--- config.mk ---
export PLATFORM = sky130hd
export DESIGN_NAME = periodic_wakeup_top
export DESIGN_NICKNAME = d
export VERILOG_FILES = /design/src/wake_pkg.sv /design/src/rc_edge_tick.sv /design/src/trim_loader.sv /design/src/periodic_wakeup_top.sv
export SDC_FILE = /design/constraint.sdc
export NUM_CORES = 1
export LEC_CHECK = 0
export CAP_MARGIN = 10
export CORE_ASPECT_RATIO = 2
export CORE_MARGIN = 5
export CORE_UTILIZATION = 50
export CTS_CLUSTER_DIAMETER = 40
export DETAILED_ROUTE_END_ITERATION = 12
export DONT_BUFFER_PORTS = 1
export RECOVER_POWER = 100
export SLEW_MARGIN = 20
export SYNTH_ARGS = -nofsm -noshare
export SYNTH_HDL_FRONTEND = slang
export SYNTH_HIERARCHICAL = 1
export SYNTH_SLANG_ARGS = --single-unit
--- constraint.sdc ---
create_clock -name pclk -period 2.73 [get_ports pclk]
set_input_delay 0.546 -clock pclk [delete_from_list [all_inputs] [get_ports pclk]]
set_output_delay 0.546 -clock pclk [all_outputs]
set_load 0.05 [all_outputs]
--- src/wake_pkg.sv ---
// Package for the periodic wake-up timer and trim register block.
// Assumes a single bus clock domain and an APB slave with 32-bit data.
package wake_pkg;

  // Printed offsets are not all multiples of four, so each is kept as an index.
  localparam logic [7:0] IDX_CTRL       = 8'h10;
  localparam logic [7:0] IDX_RATE_HIGH  = 8'h12;
  localparam logic [7:0] IDX_RATE_LOW   = 8'h13;
  localparam logic [7:0] IDX_TEST       = 8'h14;
  localparam logic [7:0] IDX_HOT_TRIM   = 8'h15;
  localparam logic [7:0] IDX_REF_HIGH   = 8'h18;
  localparam logic [7:0] IDX_REF_LOW    = 8'h19;
  localparam logic [7:0] IDX_STATUS     = 8'h1C;
  localparam logic [7:0] IDX_MASK       = 8'h1D;

  // Control register fields.
  localparam int CTRL_CLK_SEL_BIT = 7;
  localparam int CTRL_FE_BIT      = 2;
  localparam int CTRL_IE_BIT      = 1;
  localparam int CTRL_FLAG_BIT    = 0;

  // Hot trim fields.
  localparam int HOT_OE_BIT = 7;

  // Status and mask bit positions.
  localparam int ST_TIMEOUT_BIT = 0;
  localparam int ST_LOCKLOSS_BIT = 1;
  localparam int ST_W = 2;

  // Reference trim field positions.
  localparam int TC_HI = 15;
  localparam int TC_LO = 11;
  localparam int FT_HI = 9;
  localparam int FT_LO = 0;

  // Reset values.
  localparam logic [7:0]  RST_BYTE     = 8'h00;
  localparam logic [15:0] RST_REF_TRIM = 16'h0000;

  // Number of extra RC cycles added at first time-out after enable.
  localparam logic [1:0] FIRST_EXTRA_RC = 2'h2;

  // Bus access carried from decode to register file.
  typedef struct packed {
    logic       wr;
    logic       rd;
    logic [7:0] idx;
    logic [7:0] wdata;
  } reg_access_s;

  // Trim outputs toward the analog side.
  typedef struct packed {
    logic [4:0] temp_coeff_trim;
    logic [9:0] ref_freq_trim;
  } ref_trim_s;

endpackage : wake_pkg

--- src/rc_edge_tick.sv ---
// One-cycle tick on each rising edge of the sampled RC clock level.
// Assumes rc_clk_level is synchronous to pclk.
module rc_edge_tick
  import wake_pkg::*;
(
  input  wire logic pclk,          // Bus clock.
  input  wire logic presetn,       // Asynchronous reset, active low.
  input  wire logic rc_clk_level,  // Sampled RC clock level.
  output logic      tick           // Pulse on RC rising edge.
);

  logic prev_reg;

  // Remember previous level.
  always_ff @(posedge pclk or negedge presetn) begin
    if (!presetn) begin
      prev_reg <= 1'b0;
    end else begin
      prev_reg <= rc_clk_level;
    end
  end

  assign tick = rc_clk_level & ~prev_reg;

endmodule : rc_edge_tick

--- src/trim_loader.sv ---
// Flags one load of the flash trim value after reset release.
// Assumes flash_valid rises once the flash trim word is present.
module trim_loader
  import wake_pkg::*;
(
  input  wire logic        pclk,        // Bus clock.
  input  wire logic        presetn,     // Asynchronous reset, active low.
  input  wire logic        flash_valid, // Flash trim word valid.
  output logic             load_pulse   // One-cycle load request.
);

  logic done_reg;

  // Fires once, at the first cycle after release with valid flash data.
  always_ff @(posedge pclk or negedge presetn) begin
    if (!presetn) begin
      done_reg <= 1'b0;
    end else if (flash_valid) begin
      done_reg <= 1'b1;
    end
  end

  assign load_pulse = flash_valid & ~done_reg;

endmodule : trim_loader

--- src/periodic_wakeup_top.sv ---
// Periodic wake-up timer, rate, factory test, hot trim and reference trim registers.
// Assumes an APB master on pclk, a sampled RC clock level and a flash trim word.

// Notes on behaviour
// - The 16-bit rate sits in a high and a low byte that ignore writes while the timer is enabled.
// - With the RC clock the period is 2*(rate+1) times two RC periods.
// - With the bus clock the period is 2*(rate+1) bus cycles.
// - With the RC clock the first period after enable holds two more RC edges than the later ones.
// - The factory test register always reads and is written only in special mode.
// - Bit 7 of the hot trim register enables the offset, otherwise the trim code has no effect.
// - The 4-bit hot trim code is passed straight and monotonic to the sensor.
// - The reference trim bytes at 0x18 and 0x19 are written only while protection is clear.
// - A reference trim write while the PLL is selected clears lock and oscillator-up status.
// - After reset release the reference trim is loaded from the flash trim word.
// - Bits 15 to 11 of the reference trim hold the temperature coefficient trim.
// - Bits 9 to 0 hold the frequency trim, four coarse and six fine bits.
// - The clock select bit picks RC (0) or bus clock (1) and is writable only while disabled.
// - The feature enable starts the timer and holding it clear keeps it stopped.
// - Time-out sets a flag cleared by writing one, and it requests an interrupt when enabled.
module periodic_wakeup_top
  import wake_pkg::*;
(
  input  wire logic        pclk,            // Bus clock.
  input  wire logic        presetn,         // Asynchronous reset, active low.
  input  wire logic        psel,            // APB select.
  input  wire logic        penable,         // APB access phase.
  input  wire logic        pwrite,          // APB direction.
  input  wire logic [11:0] paddr,           // APB byte address.
  input  wire logic [31:0] pwdata,          // APB write data.
  output logic             pready,          // APB ready.
  output logic [31:0]      prdata,          // APB read data.
  output logic             pslverr,         // APB error on unmapped address.
  input  wire logic        rc_clk_level,    // Sampled RC clock level.
  input  wire logic        special_mode,    // Factory special mode.
  input  wire logic        reg_protect_bit, // Register protection.
  input  wire logic        pll_clock_select,// PLL selected as clock.
  input  wire logic        flash_valid,     // Flash trim word ready.
  input  wire logic [15:0] flash_trim,      // Flash trim word.
  output logic             irq,             // Level interrupt.
  output logic             periodic_irq_req,// Time-out flag and enable.
  output logic             clear_lock_osc,  // Pulse: clear lock and osc-up.
  output logic [3:0]       hot_trim_code,   // Sensor trim code.
  output logic             hot_offset_enable,// Sensor offset enable.
  output logic [7:0]       factory_test_out,// Factory test bits.
  output ref_trim_s        ref_trim         // Reference oscillator trim.
);

  // Register state.
  logic [7:0]      ctrl_reg;
  logic [15:0]     rate_reg;
  logic [7:0]      test_reg;
  logic [7:0]      hot_reg;
  logic [15:0]     ref_reg;
  logic [ST_W-1:0] status_reg;
  logic [ST_W-1:0] mask_reg;
  logic [17:0]     count_reg;
  logic [1:0]      first_reg;
  logic            rc_half_reg;

  // Bus decode.
  reg_access_s acc;
  wire         setup_ok = psel & ~penable;
  assign acc.wr    = psel & penable & pwrite;
  assign acc.rd    = psel & penable & ~pwrite;
  assign acc.idx   = paddr[9:2];
  assign acc.wdata = pwdata[7:0];

  wire hit_ctrl  = acc.idx == IDX_CTRL;
  wire hit_rh    = acc.idx == IDX_RATE_HIGH;
  wire hit_rl    = acc.idx == IDX_RATE_LOW;
  wire hit_test  = acc.idx == IDX_TEST;
  wire hit_hot   = acc.idx == IDX_HOT_TRIM;
  wire hit_refh  = acc.idx == IDX_REF_HIGH;
  wire hit_refl  = acc.idx == IDX_REF_LOW;
  wire hit_st    = acc.idx == IDX_STATUS;
  wire hit_mask  = acc.idx == IDX_MASK;
  wire mapped    = hit_ctrl | hit_rh | hit_rl | hit_test | hit_hot | hit_refh | hit_refl
                   | hit_st | hit_mask;
  wire addr_ok   = mapped & (paddr[11:10] == 2'h0) & (paddr[1:0] == 2'h0);

  wire fe        = ctrl_reg[CTRL_FE_BIT];
  wire clk_bus   = ctrl_reg[CTRL_CLK_SEL_BIT];

  // Write strobes per register.
  wire wr_ctrl   = acc.wr & addr_ok & hit_ctrl;
  wire wr_rate_h = acc.wr & addr_ok & hit_rh & ~fe;
  wire wr_rate_l = acc.wr & addr_ok & hit_rl & ~fe;
  wire wr_test   = acc.wr & addr_ok & hit_test & special_mode;
  wire wr_hot    = acc.wr & addr_ok & hit_hot;
  wire wr_ref_h  = acc.wr & addr_ok & hit_refh & ~reg_protect_bit;
  wire wr_ref_l  = acc.wr & addr_ok & hit_refl & ~reg_protect_bit;
  wire wr_st     = acc.wr & addr_ok & hit_st;
  wire wr_mask   = acc.wr & addr_ok & hit_mask;
  wire ref_wr    = wr_ref_h | wr_ref_l;

  // RC and flash helpers.
  logic rc_tick;
  logic load_pulse;

  rc_edge_tick u_rc_tick (
    .pclk         (pclk),
    .presetn      (presetn),
    .rc_clk_level (rc_clk_level),
    .tick         (rc_tick)
  );

  trim_loader u_loader (
    .pclk        (pclk),
    .presetn     (presetn),
    .flash_valid (flash_valid),
    .load_pulse  (load_pulse)
  );

  // Timer step: bus clock counts every cycle, RC counts every second RC edge.
  wire rc_step   = rc_tick & rc_half_reg;
  wire step      = fe & (clk_bus ? 1'b1 : (rc_step & (first_reg == 2'h0)));
  wire [17:0] period_m1 = {1'b0, rate_reg, 1'b1};                    // 2*(rate+1)-1
  wire timeout   = step & (count_reg == period_m1);

  // Control bits; clock select only changes while disabled before this write.
  wire clk_bus_next = fe ? clk_bus : acc.wdata[CTRL_CLK_SEL_BIT];
  wire [7:0] ctrl_next = {clk_bus_next, ctrl_reg[6:3], acc.wdata[CTRL_FE_BIT],
                          acc.wdata[CTRL_IE_BIT], 1'b0};

  // Flag clear: write one to status bit or control flag bit.
  wire clr_to    = (wr_st & acc.wdata[ST_TIMEOUT_BIT]) | (wr_ctrl & acc.wdata[CTRL_FLAG_BIT]);
  wire clr_ll    = wr_st & acc.wdata[ST_LOCKLOSS_BIT];
  wire lockloss  = ref_wr & pll_clock_select;
  wire [ST_W-1:0] status_next = {lockloss | (status_reg[1] & ~clr_ll),
                                 timeout | (status_reg[0] & ~clr_to)};

  // Configuration registers.
  always_ff @(posedge pclk or negedge presetn) begin
    if (!presetn) begin
      ctrl_reg <= RST_BYTE;
      rate_reg <= {RST_BYTE, RST_BYTE};
      test_reg <= RST_BYTE;
      hot_reg  <= RST_BYTE;
      mask_reg <= '0;
    end else begin
      if (wr_ctrl) ctrl_reg <= ctrl_next;
      if (wr_rate_h) rate_reg[15:8] <= acc.wdata;
      if (wr_rate_l) rate_reg[7:0] <= acc.wdata;
      if (wr_test) test_reg <= acc.wdata;
      if (wr_hot) hot_reg <= acc.wdata;
      if (wr_mask) mask_reg <= acc.wdata[ST_W-1:0];
    end
  end

  // Reference trim: flash load after reset, else protected bus writes.
  always_ff @(posedge pclk or negedge presetn) begin
    if (!presetn) begin
      ref_reg <= RST_REF_TRIM;
    end else if (load_pulse) begin
      ref_reg <= flash_trim;
    end else begin
      if (wr_ref_h) ref_reg[15:8] <= acc.wdata;
      if (wr_ref_l) ref_reg[7:0] <= acc.wdata;
    end
  end

  // Period counter with first-period gate delay on RC clock.
  always_ff @(posedge pclk or negedge presetn) begin
    if (!presetn) begin
      count_reg   <= '0;
      first_reg   <= 2'h0;
      rc_half_reg <= 1'b0;
    end else if (!fe) begin
      count_reg   <= '0;
      first_reg   <= FIRST_EXTRA_RC;
      rc_half_reg <= 1'b0;
    end else begin
      if (rc_tick && first_reg != 2'h0) begin
        first_reg <= first_reg - 2'h1;
      end else if (rc_tick) begin
        rc_half_reg <= ~rc_half_reg;
      end
      if (clk_bus) first_reg <= 2'h0;
      if (timeout) begin
        count_reg <= '0;
      end else if (step) begin
        count_reg <= count_reg + 18'h1;
      end
    end
  end

  // Status register and outputs.
  always_ff @(posedge pclk or negedge presetn) begin
    if (!presetn) begin
      status_reg        <= '0;
      irq               <= 1'b0;
      periodic_irq_req  <= 1'b0;
      clear_lock_osc    <= 1'b0;
      hot_trim_code     <= 4'h0;
      hot_offset_enable <= 1'b0;
      factory_test_out  <= RST_BYTE;
      ref_trim          <= '0;
    end else begin
      status_reg        <= status_next;
      irq               <= |(status_next & mask_reg);
      periodic_irq_req  <= status_next[ST_TIMEOUT_BIT] & ctrl_reg[CTRL_IE_BIT];
      clear_lock_osc    <= lockloss;
      hot_offset_enable <= hot_reg[HOT_OE_BIT];
      hot_trim_code     <= hot_reg[HOT_OE_BIT] ? hot_reg[3:0] : 4'h0;
      factory_test_out  <= test_reg;
      ref_trim.temp_coeff_trim <= ref_reg[TC_HI:TC_LO];
      ref_trim.ref_freq_trim   <= ref_reg[FT_HI:FT_LO];
    end
  end

  // Read mux.
  logic [7:0] rd_byte;
  assign rd_byte = hit_ctrl ? {ctrl_reg[7:1], status_reg[ST_TIMEOUT_BIT]} :
                   hit_rh   ? rate_reg[15:8] :
                   hit_rl   ? rate_reg[7:0] :
                   hit_test ? test_reg :
                   hit_hot  ? {hot_reg[7], 3'h0, hot_reg[3:0]} :
                   hit_refh ? ref_reg[15:8] :
                   hit_refl ? ref_reg[7:0] :
                   hit_st   ? {6'h00, status_reg} :
                   hit_mask ? {6'h00, mask_reg} : 8'h00;

  // APB answer: no wait states, registered.
  always_ff @(posedge pclk or negedge presetn) begin
    if (!presetn) begin
      pready  <= 1'b0;
      prdata  <= 32'h0000_0000;
      pslverr <= 1'b0;
    end else begin
      pready  <= setup_ok;
      prdata  <= (setup_ok & ~pwrite & addr_ok) ? {24'h000000, rd_byte} : 32'h0000_0000;
      pslverr <= setup_ok & ~addr_ok;
    end
  end

  // Bus cycles since enable or the last time-out, counted apart from the timer itself.
  logic [17:0] gap_reg;
  always_ff @(posedge pclk or negedge presetn) begin
    if (!presetn) begin
      gap_reg <= '0;
    end else if (!fe || timeout) begin
      gap_reg <= '0;
    end else begin
      gap_reg <= gap_reg + 18'h1;
    end
  end

  // RC rising edges since enable or the last time-out; one spare bit covers the first period.
  logic [18:0] rc_gap_reg;
  always_ff @(posedge pclk or negedge presetn) begin
    if (!presetn) begin
      rc_gap_reg <= '0;
    end else if (!fe || timeout) begin
      rc_gap_reg <= '0;
    end else if (rc_tick) begin
      rc_gap_reg <= rc_gap_reg + 19'h1;
    end
  end

  // Assertions on the rate lock, the periods, the flag and the protected registers.
  property p_rate_locked;
    @(posedge pclk) disable iff (!presetn)
      fe && $past(fe) |-> $stable(rate_reg);
  endproperty
  a_rate_locked: assert property (p_rate_locked) else $error("Rate moved while enabled");

  property p_bus_period;
    @(posedge pclk) disable iff (!presetn)
      timeout && clk_bus |-> gap_reg == {1'b0, rate_reg, 1'b1};
  endproperty
  a_bus_period: assert property (p_bus_period) else $error("Bus period mismatch");

  // Four RC edges per rate step; the first period after enable holds two more.
  property p_rc_period;
    @(posedge pclk) disable iff (!presetn)
      timeout && !clk_bus |-> rc_gap_reg == {1'b0, rate_reg, 2'b11}
                              || rc_gap_reg == {1'b0, rate_reg, 2'b11} + 19'h2;
  endproperty
  a_rc_period: assert property (p_rc_period) else $error("RC period mismatch");

  property p_flag_clear;
    @(posedge pclk) disable iff (!presetn) clr_to && !timeout |=> !status_reg[ST_TIMEOUT_BIT];
  endproperty
  a_flag_clear: assert property (p_flag_clear) else $error("Flag not cleared");

  property p_flag_hold;
    @(posedge pclk) disable iff (!presetn)
      status_reg[ST_TIMEOUT_BIT] && !clr_to |=> status_reg[ST_TIMEOUT_BIT];
  endproperty
  a_flag_hold: assert property (p_flag_hold) else $error("Flag lost without a clear");

  property p_irq_masked;
    @(posedge pclk) disable iff (!presetn) !(|mask_reg) |=> !irq;
  endproperty
  a_irq_masked: assert property (p_irq_masked) else $error("Interrupt while masked");

  property p_clk_sel_lock;
    @(posedge pclk) disable iff (!presetn) fe |=> $stable(clk_bus);
  endproperty
  a_clk_sel_lock: assert property (p_clk_sel_lock) else $error("Source moved");

  property p_hot_off;
    @(posedge pclk) disable iff (!presetn)
      !hot_reg[HOT_OE_BIT] |=> hot_trim_code == 4'h0 && !hot_offset_enable;
  endproperty
  a_hot_off: assert property (p_hot_off) else $error("Hot trim active while off");

  property p_hot_code;
    @(posedge pclk) disable iff (!presetn)
      hot_reg[HOT_OE_BIT] |=> hot_trim_code == $past(hot_reg[3:0]);
  endproperty
  a_hot_code: assert property (p_hot_code) else $error("Hot trim code altered");

  property p_load;
    @(posedge pclk) disable iff (!presetn) load_pulse |=> ref_reg == $past(flash_trim);
  endproperty
  a_load: assert property (p_load) else $error("Flash trim not loaded");

  property p_flag_set;
    @(posedge pclk) disable iff (!presetn) timeout |=> status_reg[ST_TIMEOUT_BIT];
  endproperty
  a_flag_set: assert property (p_flag_set) else $error("Flag not set on time-out");

  property p_restart;
    @(posedge pclk) disable iff (!presetn) timeout |=> count_reg == 18'h0;
  endproperty
  a_restart: assert property (p_restart) else $error("Count not restarted");

  property p_stopped;
    @(posedge pclk) disable iff (!presetn) !fe |=> !timeout;
  endproperty
  a_stopped: assert property (p_stopped) else $error("Time-out while disabled");

  property p_reg_protect_bit;
    @(posedge pclk) disable iff (!presetn)
      reg_protect_bit && !load_pulse |=> $stable(ref_reg);
  endproperty
  a_reg_protect_bit: assert property (p_reg_protect_bit) else $error("Protected trim changed");

  property p_lockclr;
    @(posedge pclk) disable iff (!presetn) ref_wr && pll_clock_select |=> clear_lock_osc;
  endproperty
  a_lockclr: assert property (p_lockclr) else $error("Lock clear missing");

  property p_test_wr;
    @(posedge pclk) disable iff (!presetn) !special_mode |=> $stable(test_reg);
  endproperty
  a_test_wr: assert property (p_test_wr) else $error("Test register written");

  c_timeout: cover property (@(posedge pclk) disable iff (!presetn) timeout && !clk_bus);
  c_irq:     cover property (@(posedge pclk) disable iff (!presetn) irq);
  c_load:    cover property (@(posedge pclk) disable iff (!presetn) load_pulse);
  c_locked:  cover property (@(posedge pclk) disable iff (!presetn) wr_rate_h == 1'b0
                             && acc.wr && addr_ok && hit_rh && fe);
  c_clear:   cover property (@(posedge pclk) disable iff (!presetn)
                             clr_to && status_reg[ST_TIMEOUT_BIT]);

endmodule : periodic_wakeup_top

### After elaboration in Yosys (flattened, before gate mapping)

Index checks and enable logic that the tools add are counted.

| cells by class | value |
|---|---|
| equal/unequal tests | 14 |
| muxes and demuxes | 24 |
| $add $sub $neg | 2 |
| reductions and logical operators | 10 |
| bitwise logic cells | 59 |

Operator list:

| kind | number |
|---|---|
| $mux W8 | 10 |
| $eq A8 B5 Y1 const B | 9 |
| $mux W18 | 3 |
| $and A1 B1 Y1 | 36 |
| $add A18 B1 Y18 const B | 1 |
| $eq A18 B17 Y1 | 1 |
| $mux W16 | 1 |
| $or A1 B1 Y1 | 12 |
| $mux W2 | 5 |
| $not A1 Y1 | 10 |
| $logic_not A2 Y1 | 3 |
| $ne A3 B1 Y1 const B | 2 |
| $reduce_bool A2 Y1 | 3 |
| $mux W1 | 4 |
| $mux W4 | 1 |
| $reduce_and A2 Y1 | 2 |
| $and A2 B2 Y2 | 1 |
| $ne A2 B1 Y1 const B | 1 |
| $ne A2 B2 Y1 const B | 1 |
| $reduce_or A2 Y1 | 1 |
| $sub A2 B1 Y2 const B | 1 |
| $logic_and A1 B1 Y1 | 1 |

| storage, ports and cells | value |
|---|---|
| input port bits | 70 |
| output and inout bits | 65 |
| flip-flop bits (word level) | 119 |

### Longest topological paths before layout

Gate-level depths: netlist (run 1).

| logic depth | value |
|---|---|
| depth after elaboration | 20 |
| depth in mapped cells | 9 |
| depth with buffers taken out | 7 |

### By module

The synthesis (run 1) kept the hierarchy.

Modules (own cells, without submodules):

| module | area each (µm²) | times used | cells an instance | sequential area each (µm²) |
|---|---|---|---|---|
| periodic_wakeup_top | 5,426.5 | 1 | 517 | 2,852.7 |
| rc_edge_tick | 38.8 | 1 | 2 | 25.0 |
| trim_loader | 37.5 | 1 | 3 | 25.0 |

### Worst setup path after synthesis (run 1)

OpenSTA, ideal clock, no wires.

| timing path | value |
|---|---|
| path type | input to register |
| from | input paddr[7] |
| to | register rate_reg[10] |
| stages on the path | 5 |
| setup slack | 0.047 ns |
| data arrival time | 2.559 ns |
| cell sequence | or4b_1 nor4b_2 nand2_2 nor4b_4 mux2_2 |

| on the way | value |
|---|---|
| word-level cells in the longest chain between the ends | 14 |
| elaborated cells between the ends (all ways) | 22 |
| those cells by class | eq/ne: 9; bitwise: 13 |

RTL lines:

| element | line | RTL |
|---|---|---|
| start, declared | periodic_wakeup_top.sv:28 | `input wire logic [11:0] paddr,` |
| $eq A8 B5 Y1 (on tied branches) | periodic_wakeup_top.sv:68, periodic_wakeup_top.sv:69 |  |
| $or A1 B1 Y1 (6 in series) | periodic_wakeup_top.sv:77 | `wire mapped = hit_ctrl \| hit_rh \| hit_rl \| hit_test \| hit_hot \| hit_refh \| hit_refl` |
| $or A1 B1 Y1 (2 in series) | periodic_wakeup_top.sv:78 | `\| hit_st \| hit_mask;` |
| $and A1 B1 Y1 (2 in series) | periodic_wakeup_top.sv:79 | `wire addr_ok = mapped & (paddr[11:10] == 2'h0) & (paddr[1:0] == 2'h0);` |
| $and A1 B1 Y1 | periodic_wakeup_top.sv:86 | `wire wr_rate_h = acc.wr & addr_ok & hit_rh & ~fe;` |
| $and A1 B1 Y1 (*) (2 in series) | periodic_wakeup_top.sv:86 |  |
| end signal, assigned | periodic_wakeup_top.sv:136 | `rate_reg <= {RST_BYTE, RST_BYTE};` |
| end signal, assigned | periodic_wakeup_top.sv:142 | `if (wr_rate_h) rate_reg[15:8] <= acc.wdata;` |
| end, declared | periodic_wakeup_top.sv:50 | `logic [15:0] rate_reg;` |

Every way passes the cells marked *; elsewhere a longest branch is shown, timed or not.
A chain may end at the register's enable or synchronous reset.

### Worst setup path after layout (run 1)

| timing path | value |
|---|---|
| from | input paddr[7] |
| to | register rate_reg[0] |

| on the way | value |
|---|---|
| word-level cells in the longest chain between the ends | 14 |
| elaborated cells between the ends (all ways) | 22 |
| those cells by class | eq/ne: 9; bitwise: 13 |

RTL lines:

| element | line | RTL |
|---|---|---|
| $eq A8 B5 Y1 (on tied branches) | periodic_wakeup_top.sv:68, periodic_wakeup_top.sv:69 |  |
| $or A1 B1 Y1 (6 in series) | periodic_wakeup_top.sv:77 |  |
| $or A1 B1 Y1 (2 in series) | periodic_wakeup_top.sv:78 |  |
| $and A1 B1 Y1 (2 in series) | periodic_wakeup_top.sv:79 |  |
| $and A1 B1 Y1 | periodic_wakeup_top.sv:87 | `wire wr_rate_l = acc.wr & addr_ok & hit_rl & ~fe;` |
| $and A1 B1 Y1 (*) (2 in series) | periodic_wakeup_top.sv:87 |  |
| end signal, assigned | periodic_wakeup_top.sv:136 |  |
| end signal, assigned | periodic_wakeup_top.sv:143 | `if (wr_rate_l) rate_reg[7:0] <= acc.wdata;` |

Marked as above.

==> results.sh, run 1 <==
export IMPL_n_fill_cell=962
export IMPL_sequentialPowerShare=0.464
export IMPL_finalCritPeriodShare=0.889
export IMPL_synth_edf_count=0
export IMPL_maxCapViolCount=0
export IMPL_wl_per_cell_um=21.1
export IMPL_clkSlewWorstSetupHoldPaths_ns=0.06
export IMPL_status="finished, violations left"
export IMPL_cp_num_buf_inv=0
export IMPL_grt_pass1_wl_um=22600
export IMPL_post_route_min_period_ns=2.43
export IMPL_antenna_found_initial=0
export IMPL_r2r_setup_slack_ns=0.58
export IMPL_crit_arrival_ns=2.72
export IMPL_dr_pass1_iters=4
export IMPL_ys_flop_type="dfrtp_1"
export IMPL_clock_sinks=116
export IMPL_rr_endpoint="count_reg[12]"
export IMPL_synth_common_cells="116 x dfrtp_1, 53 x nand2_1, 35 x mux2_2"
export IMPL_grt_use_total=0.223
export IMPL_die_area_um2=13300
export IMPL_finalSetupTns_ns=0
export IMPL_initial_core_util=0.506
export IMPL_synth_top_area_share=0.528
export IMPL_ant_nets=0
export IMPL_r2r_start="first_reg[0]"
export IMPL_cp_top_family="simple AND/OR/NAND/NOR gates"
export IMPL_io_buffers=0
export IMPL_grt_pass1_vias=4089
export IMPL_power_density_nw_per_um2=682
export IMPL_fin_skew_ns=0.00584
export IMPL_grt_max_degree=117
export IMPL_vdd_ir_drop_max_v=0.000453
export IMPL_cp_end_kind="flip-flop"
export IMPL_die_y_um=158
export IMPL_insertion_delay_ns=0.41
export IMPL_synthCells=522
export IMPL_path_depth=6
export IMPL_finalHoldWorstSlack_ns=-0.177
export IMPL_root_buffer="clkbuf_16"
export IMPL_cp_max_fo=8
export IMPL_finish_utilization=0.566
export IMPL_syn_to_final_growth_pct=11.8
export IMPL_finalMaxSlewViolations=0
export IMPL_p_clk_frac=0.502
export IMPL_fp_dieW_um=84.2
export IMPL_ctsResizeCount=0
export IMPL_setup_viol=0
export IMPL_max_freq_ghz=0.412
export IMPL_p_leak_nw=2.79
export IMPL_critical_path_class="input pin to flip-flop"
export IMPL_nets=603
export IMPL_synth_seq_area_share=0.528
export IMPL_cts_max_level=4
export IMPL_hold_viol=116
export IMPL_coreArea_um2=10900
export IMPL_violations="hold timing"
export IMPL_rsz0062_at_grt="no"
export IMPL_grt_overflow=0
export IMPL_avgSynthCellArea_um2=10.5
export IMPL_drt_iter0_markers=306
export IMPL_critPathRequiredTime_ns=3.02
export IMPL_vias=3969
export IMPL_yosys_area_top_type="dfrtp_1"
export IMPL_avgViaCountPerCell=5.80
export IMPL_syn_area_um2=5500
export IMPL_antenna_cells=0
export IMPL_critPathSlowestCell="or4b_1"
export IMPL_internal_power_mw=3.10
export IMPL_cts_tree="done"
export IMPL_worstHoldPathType="input pin to async pin"
export IMPL_post_cts_buffers=0
export IMPL_preCtsSetupSlack_ns=0.0185
export IMPL_yosysWarningCount=6
export IMPL_gp_congestion=0.907
export IMPL_synth_area_leaders="dfrtp_1 53%, mux2_2 7.2%, nand2_1 3.6%, buf_4 3.3%, xnor2_1 3.2%"
export IMPL_rows=54
export IMPL_ys_ff_latch=116
export IMPL_drc=0
export IMPL_layout_drive_gt1_share=0.151
export IMPL_largest_register_ffs=18
export IMPL_cts_buffers=17
export IMPL_power_switching_mw=1.10
export IMPL_clockBufferDepth=2
export IMPL_io_pins=135
export IMPL_stdcell_count=684
export IMPL_synth_most_common_cell="dfrtp_1"
export IMPL_async_flop_share=1.00
export IMPL_wl_um=14400
export IMPL_synth_cell_types=58
export IMPL_dpl_cell_count=652
export IMPL_swShare=0.261
export IMPL_fin_ws_ns=0.304
export IMPL_worst_setup_path_start_kind="input pin"
export IMPL_pwr_share_comb=0.034
export IMPL_worst_slew_margin_rel=0.589
export IMPL_worstPathCellList="or4b_1, nor4b_1, nand2_2, nor2_1, nand3_1, mux2_2"
export IMPL_cpPeakStageDelay_ns=0.58
export IMPL_worstMarginPinSlew_ns=0.616
export IMPL_timing_reg2reg_worst_path_depth=7
export IMPL_dpl_hpwl_um=10500
cell type report:
| class | count | area (µm²) | share of cell area |
|---|---|---|---|
| flip-flops and latches | 116 | 2900 | 0.472 |
| clock inverters | 14 | 130 | 0.0211 |
| clock buffers | 18 | 439 | 0.0714 |
| multi-input cells | 376 | 2390 | 0.388 |
| inverters | 6 | 22.5 | 0.00366 |
| repair buffers | 14 | 98.8 | 0.0161 |
| well taps | 140 | 175 | 0.0285 |
stage by stage:
stage	power (mW)	area, µm²
2_1_floorplan	2.13	5590
3_3_place_gp	2.12	5620
3_5_place_dp	2.12	5620
4_1_cts	4.24	6180
5_1_grt	4.33	6150
6_report	4.19	6150
power groups by stage:
stage,logic (mW),registers [mW],clock network (mW)
CTS,0.144,1.95,2.15
floorplan,0.172,1.95,0
global placement,0.141,1.98,0
detailed placement,0.144,1.98,0
finish,0.145,1.94,2.11
global route,0.157,1.95,2.23
cells in the final DEF (no fill, tap or decap), types with 7 or more instances in the layout:
cell       instances
a21oi_1           31
a31oi_1           19
and3_1             8
buf_4              8
clkbuf_16         17
conb_1            24
dfrtp_1          116
mux2_2            35
nand2_1           53
nand2b_1           7
nand3_1           18
nand4_1            9
nor2_1            30
nor2b_1           17
o21ai_0           20
xnor2_1           20
worst max path at each step:
stage                   from      endpoint  slack (ns)
floorplan           paddr[7]  rate_reg[10]        0.05
global placement    paddr[7]   rate_reg[0]        0.05
detailed placement  paddr[7]   rate_reg[7]        0.02
CTS                 paddr[7]   rate_reg[0]        0.45
global route        paddr[7]   rate_reg[7]        0.22
finish              paddr[7]   rate_reg[0]        0.30
routing by layer:
metal  global-route usage  wire, µm  part of all wire  vias to the layer above
li1                     -         -                 -                     1826
met1                0.228      4950              0.34                     1988
met2                0.426      8360              0.58                      121
met3               0.0435       632             0.044                       34
met4                0.108       471             0.033                        0
met5                    0         0                 0                        -
kinds of logic after synthesis:
kind of cell	share of synthesized area
buf+inv	0.0530
compound gates	0.122
mux	0.0825
xor+xnor	0.0382
simple gates	0.172
other cells	0.000681
flops	0.528
fa+ha+maj	0.00455
Power figures use the tool's default switching activity.
==> run 2, diff against run 1 <==
BUFFER_PORTS_ARGS = -buffer_cell sky130_fd_sc_hd__buf_2   (was not set)
CORE_MARGIN = 2   (was 5)
DONT_BUFFER_PORTS = not set   (was 1)
PLACE_DENSITY = 0.76   (was not set)
==> run 2 against run 1 <==
  * The flow finishes with violations (capacitance limit, slew limit)
  * Clock skew increased by 0.0012 ns
  * Utilization increased by 4.9 points
  * Critical endpoint is now hot_reg[3]
  * First-iteration DRC count increased by 14%
  * Total power increased by 7.2%
==> results.sh, run 2 (synthesis gave the netlist of run 1 again) <==
export IMPL_cp_end_kind="flip-flop"
export IMPL_power_density_nw_per_um2=677
export IMPL_worstHoldPathType="input pin to flip-flop"
export IMPL_antenna_cells=0
export IMPL_finalMaxSlewViolations=32
export IMPL_r2r_setup_slack_ns=0.31
export IMPL_nets=697
export IMPL_p_total_mw=4.50
export IMPL_grt_overflow=0
export IMPL_syn_to_final_growth_pct=20.8
export IMPL_violations="capacitance limit, slew limit"
export IMPL_layout_commonest_cell="dfrtp_1"
export IMPL_io_buffers=86
export IMPL_drt_iter0_markers=348
export IMPL_die_y_um=152
export IMPL_maxCapViolCount=1
export IMPL_worstMarginPinSlew_ns=1.68
export IMPL_root_buffer="clkbuf_16"
export IMPL_coreArea_um2=10800
export IMPL_largest_register_ffs=18
export IMPL_io_pins=135
export IMPL_grt_max_degree=86
export IMPL_fin_skew_ns=0.00707
export IMPL_post_cts_buffers=0
export IMPL_worst_slew_margin_rel=-0.122
export IMPL_vias=4474
export IMPL_cts_max_level=4
export IMPL_cp_max_fo=6
export IMPL_clkSlewWorstSetupHoldPaths_ns=0.05
export IMPL_max_freq_ghz=0.406
export IMPL_pwr_share_comb=0.086
export IMPL_cts_tree="done"
export IMPL_clockBufferDepth=2
export IMPL_clock_sinks=116
export IMPL_cts_buffers=17
export IMPL_r2r_start="count_reg[2]"
export IMPL_rows=54
export IMPL_grt_use_total=0.251
export IMPL_post_route_min_period_ns=2.46
export IMPL_avgViaCountPerCell=5.75
export IMPL_worst_setup_path_start_kind="input pin"
export IMPL_critPathRequiredTime_ns=3.02
export IMPL_timing_reg2reg_worst_path_depth=6
export IMPL_antenna_found_initial=0
export IMPL_power_switching_mw=1.17
export IMPL_ctsResizeCount=0
export IMPL_ant_nets=0
export IMPL_mostFrequentLayoutCells="116 x dfrtp_1, 53 x nand2_1, 49 x clkbuf_1, 43 x buf_2, 35 x mux2_2"
export IMPL_worstSetupStartpoint="paddr[7]"
export IMPL_p_leak_nw=3.06
export IMPL_insertion_delay_ns=0.41
export IMPL_p_clk_frac=0.507
export IMPL_finish_utilization=0.615
export IMPL_drc=0
export IMPL_hold_viol=0
export IMPL_sequentialPowerShare=0.407
export IMPL_grt_pass1_wl_um=22600
export IMPL_initial_core_util=0.509
export IMPL_vdd_ir_drop_max_v=0.000491
export IMPL_status="finished, violations left"
export IMPL_fp_dieW_um=78.2
export IMPL_grt_pass1_vias=4509
export IMPL_setup_viol=0
export IMPL_dr_pass1_iters=5
export IMPL_layout_drive_gt1_share=0.205
export IMPL_rr_endpoint="count_reg[12]"
export IMPL_critical_path_class="input pin to flip-flop"
export IMPL_wl_um=14600
export IMPL_wl_per_cell_um=18.8
export IMPL_dpl_hpwl_um=10500
export IMPL_crit_arrival_ns=2.75
export IMPL_swShare=0.260
export IMPL_finalSetupTns_ns=0
export IMPL_die_area_um2=11900
export IMPL_internal_power_mw=3.33
export IMPL_finalCritPeriodShare=0.902
export IMPL_finalHoldWorstSlack_ns=0.265
export IMPL_endpoint="hot_reg[3]"
export IMPL_rsz0062_at_grt="no"
export IMPL_gp_congestion=0.909
export IMPL_holdBufCountCts=0
-- run 2: cell types whose count changed in the layout (fill, tap and decap cells not counted), moves of 2 or more --
cell	change
clkbuf_1	+44
bufinv_16	+2
clkbuf_4	+2
buf_4	+3
clkinv_2	-2
buf_2	+43
-- run 2: cell type report --
class	instances	area, µm²
fillers	935	4160
multi-input cells	376	2390
inverters	6	22.5
repair buffers	108	542
flip-flops and latches	116	2900
well taps	140	175
clock buffers	18	439
clock inverters	14	179
-- run 2: power groups by stage --
stage | Combinational (mW) | Clock, mW | Sequential [mW]
final | 0.386 | 2.28 | 1.83
after global routing | 0.411 | 2.37 | 1.83
after CTS | 0.397 | 2.30 | 1.83
after detailed placement | 0.395 | 0 | 1.86
after global placement | 0.390 | 0 | 1.85
after floorplan | 0.172 | 0 | 1.95
-- run 2: worst min-delay path by stage --
| stage | from | endpoint | slack (ns) | cells past startpoint |
|---|---|---|---|---|
| after floorplan | presetn | clear_lock_osc | 0.25 | 0 |
| after global placement | test_reg[1] | factory_test_out[1] | 0.37 | 0 |
| after detailed placement | test_reg[1] | factory_test_out[1] | 0.37 | 0 |
| after CTS | presetn | u_loader/done_reg | 0.06 | 1 |
| after global routing | rc_clk_level | u_rc_tick/prev_reg | 0.27 | 1 |
| final | rc_clk_level | u_rc_tick/prev_reg | 0.27 | 1 |
-- run 2: per-stage QoR --
stage / cells / worst slack, ns / area (µm²)
6_report: 778 / 0.268 / 6650
5_1_grt: 778 / 0.155 / 6650
4_1_cts: 778 / 0.349 / 6740
3_5_place_dp: 746 / -0.0646 / 6120
3_3_place_gp: 746 / 0.00457 / 6120
2_1_floorplan: 545 / 0.0466 / 5590
-- run 2: critical path, cell delays in order --
cell and delay, ns:
buf_2 0.11, or4b_1 0.55, nor4b_1 0.33, clkbuf_1 0.21, nand2_2 0.16, clkbuf_4 0.17
nor3_1 0.14, buf_4 0.19, mux2_2 0.34
-- run 2: routing by layer --
layer,global-route usage,wire [µm],vias to the layer above
li1,-,-,2020
met1,0.241,4700,2165
met2,0.479,8320,228
met3,0.0557,778,61
met4,0.135,796,0
met5,0,0,-
==> run 3, diff against run 2 <==
clock period = 2.9 ns   (was 2.73 ns; I/O delays follow)
==> run 3 against run 2 <==
  * The flow still finishes with violations (capacitance limit, slew limit)
  * Cell area decreased by 1.0%
  * First-iteration DRC count grew 18%
  * Critical path depth is the same
  * Final cell count shrank 0.39%
  * Global-route usage shrank 0.36 points
  * Non-clock buffer count is 3 lower
  * Register-to-register slack improved by 0.33 ns
  * Combinational power shrank 6.5%
  * Critical endpoint is now rate_reg[7]
  * Largest power group unchanged
  * Highest routed layer unchanged
==> results.sh, run 3 (synthesis gave the netlist of run 1 again) <==
export IMPL_clock_sinks=116
export IMPL_fp_dieW_um=78.2
export IMPL_cts_max_level=4
export IMPL_r2r_start="count_reg[2]"
export IMPL_mostFrequentLayoutCells="116 x dfrtp_1, 54 x nand2_1, 49 x clkbuf_1, 43 x buf_2, 35 x mux2_2"
export IMPL_dr_pass1_iters=5
export IMPL_finalMaxSlewViolations=37
export IMPL_crit_arrival_ns=2.85
export IMPL_worstMarginPinSlew_ns=1.92
export IMPL_seqCellArea_um2=2900
export IMPL_rr_endpoint="count_reg[8]"
export IMPL_antenna_cells=0
export IMPL_vdd_ir_drop_max_v=0.000421
export IMPL_rows=54
export IMPL_drc=0
export IMPL_dpl_hpwl_um=10400
export IMPL_maxCapViolCount=1
export IMPL_min_delay_start="rc_clk_level"
export IMPL_multi_input_area_um2=2380
export IMPL_insertion_delay_ns=0.42
export IMPL_grt_max_degree=81
export IMPL_holdBufCountCts=0
export IMPL_rsz0062_at_grt="no"
export IMPL_avgViaCountPerCell=5.77
export IMPL_n_fill_cell=921
export IMPL_p_leak_nw=3.03
export IMPL_status="finished, violations left"
export IMPL_setup_viol=0
export IMPL_syn_to_final_growth_pct=19.6
export IMPL_fin_skew_ns=0.0117
export IMPL_cp_max_fo=8
export IMPL_worstSetupStartpoint="paddr[7]"
export IMPL_io_buffers=86
export IMPL_p_total_mw=4.13
export IMPL_critical_path_class="input pin to flip-flop"
export IMPL_clkSlewWorstSetupHoldPaths_ns=0.05
export IMPL_timing_reg2reg_worst_path_depth=6
export IMPL_coreArea_um2=10800
export IMPL_wl_per_cell_um=18.5
export IMPL_worst_slew_margin_rel=-0.282
export IMPL_ctsResizeCount=0
export IMPL_cpPeakStageDelay_ns=0.54
export IMPL_worstPathCellList="buf_2, or4b_1, nor4b_1, clkbuf_1, nand2_1, nor2_1, nand3_1, clkbuf_1, mux2_2"
export IMPL_r2r_setup_slack_ns=0.64
export IMPL_grt_pass1_vias=4526
export IMPL_grt_pass1_wl_um=22500
export IMPL_stdcell_count=775
export IMPL_wl_met3_um=672
export IMPL_die_y_um=152
export IMPL_ant_nets=0
export IMPL_post_route_min_period_ns=2.56
export IMPL_io_pins=135
export IMPL_initial_core_util=0.509
export IMPL_grt_use_total=0.248
export IMPL_top_layer="met4"
export IMPL_nets=694
export IMPL_hold_viol=0
export IMPL_met2_length_um=7950
export IMPL_endpoint="rate_reg[7]"
export IMPL_critPathSlowestCell="or4b_1"
export IMPL_root_buffer="clkbuf_16"
export IMPL_finalHoldWorstSlack_ns=0.286
export IMPL_wl_um=14400
export IMPL_critPathRequiredTime_ns=3.19
export IMPL_cp_common_cell="clkbuf_1"
export IMPL_antenna_found_initial=0
export IMPL_cts_tree="done"
export IMPL_cp_end_kind="flip-flop"
export IMPL_largest_register_ffs=18
export IMPL_max_freq_ghz=0.390
export IMPL_finalCritPeriodShare=0.883
export IMPL_finish_utilization=0.609
export IMPL_grt_overflow=0
export IMPL_cts_buffers=17
export IMPL_drt_met1_wl_um=4840
export IMPL_dpl_cell_count=743
export IMPL_die_area_um2=11900
export IMPL_power_density_nw_per_um2=628
export IMPL_worst_setup_path_start_kind="input pin"
export IMPL_worstHoldPathType="input pin to flip-flop"
export IMPL_drt_iter0_markers=412
export IMPL_clockBufferDepth=2
export IMPL_gp_congestion=0.900
export IMPL_finalSetupTns_ns=0
export IMPL_violations="capacitance limit, slew limit"
export IMPL_layout_drive_gt1_share=0.202
export IMPL_vias=4470
export IMPL_layout_commonest_cell="dfrtp_1"
export IMPL_post_cts_buffers=0
## run 3: critical path: cells and delay by family
kind                   cells  cell delay, ns
buffers and inverters      3            0.58
muxes                      1            0.37
and+or+nand+nor            5            1.31
## run 3: how the worst min path moves through the flow
stage                          end  slack [ns]  depth (start not counted)
2_1_floorplan       clear_lock_osc        0.28                          0
3_3_place_gp   factory_test_out[1]        0.37                          0
3_5_place_dp   factory_test_out[1]        0.38                          0
4_1_cts         u_rc_tick/prev_reg        0.13                          1
5_1_grt         u_rc_tick/prev_reg        0.29                          1
6_report        u_rc_tick/prev_reg        0.29                          1
## run 3: final cells by class
type,count,area share
clock buffer,18,0.0667
inverter,6,0.00342
sequential,116,0.441
clock inverter,14,0.0228
timing repair buffer,105,0.0770
multi-input combinational,376,0.362
tap,140,0.0266
## run 3: metrics by stage
stage               cell area, µm²  setup slack (ns)
floorplan                     5590             0.183
global placement              6100             0.154
detailed placement            6100             0.131
CTS                           6690             0.567
global route                  6580             0.189
finish                        6580             0.339
## run 3: layer usage
metal	track usage	vias to the layer above
li1	-	2007
met1	0.241	2190
met2	0.451	211
met3	0.0504	62
met4	0.174	0
met5	0	-
## run 3: power by group
part / leakage, nW / switching, mW / total [mW] / internal (mW)
Sequential: 1.52 / 0.0403 / 1.72 / 1.68
Combinational: 1.23 / 0.292 / 0.361 / 0.0688
Clock: 0.283 / 0.757 / 2.05 / 1.29
Total: 3.03 / 1.09 / 4.13 / 3.04
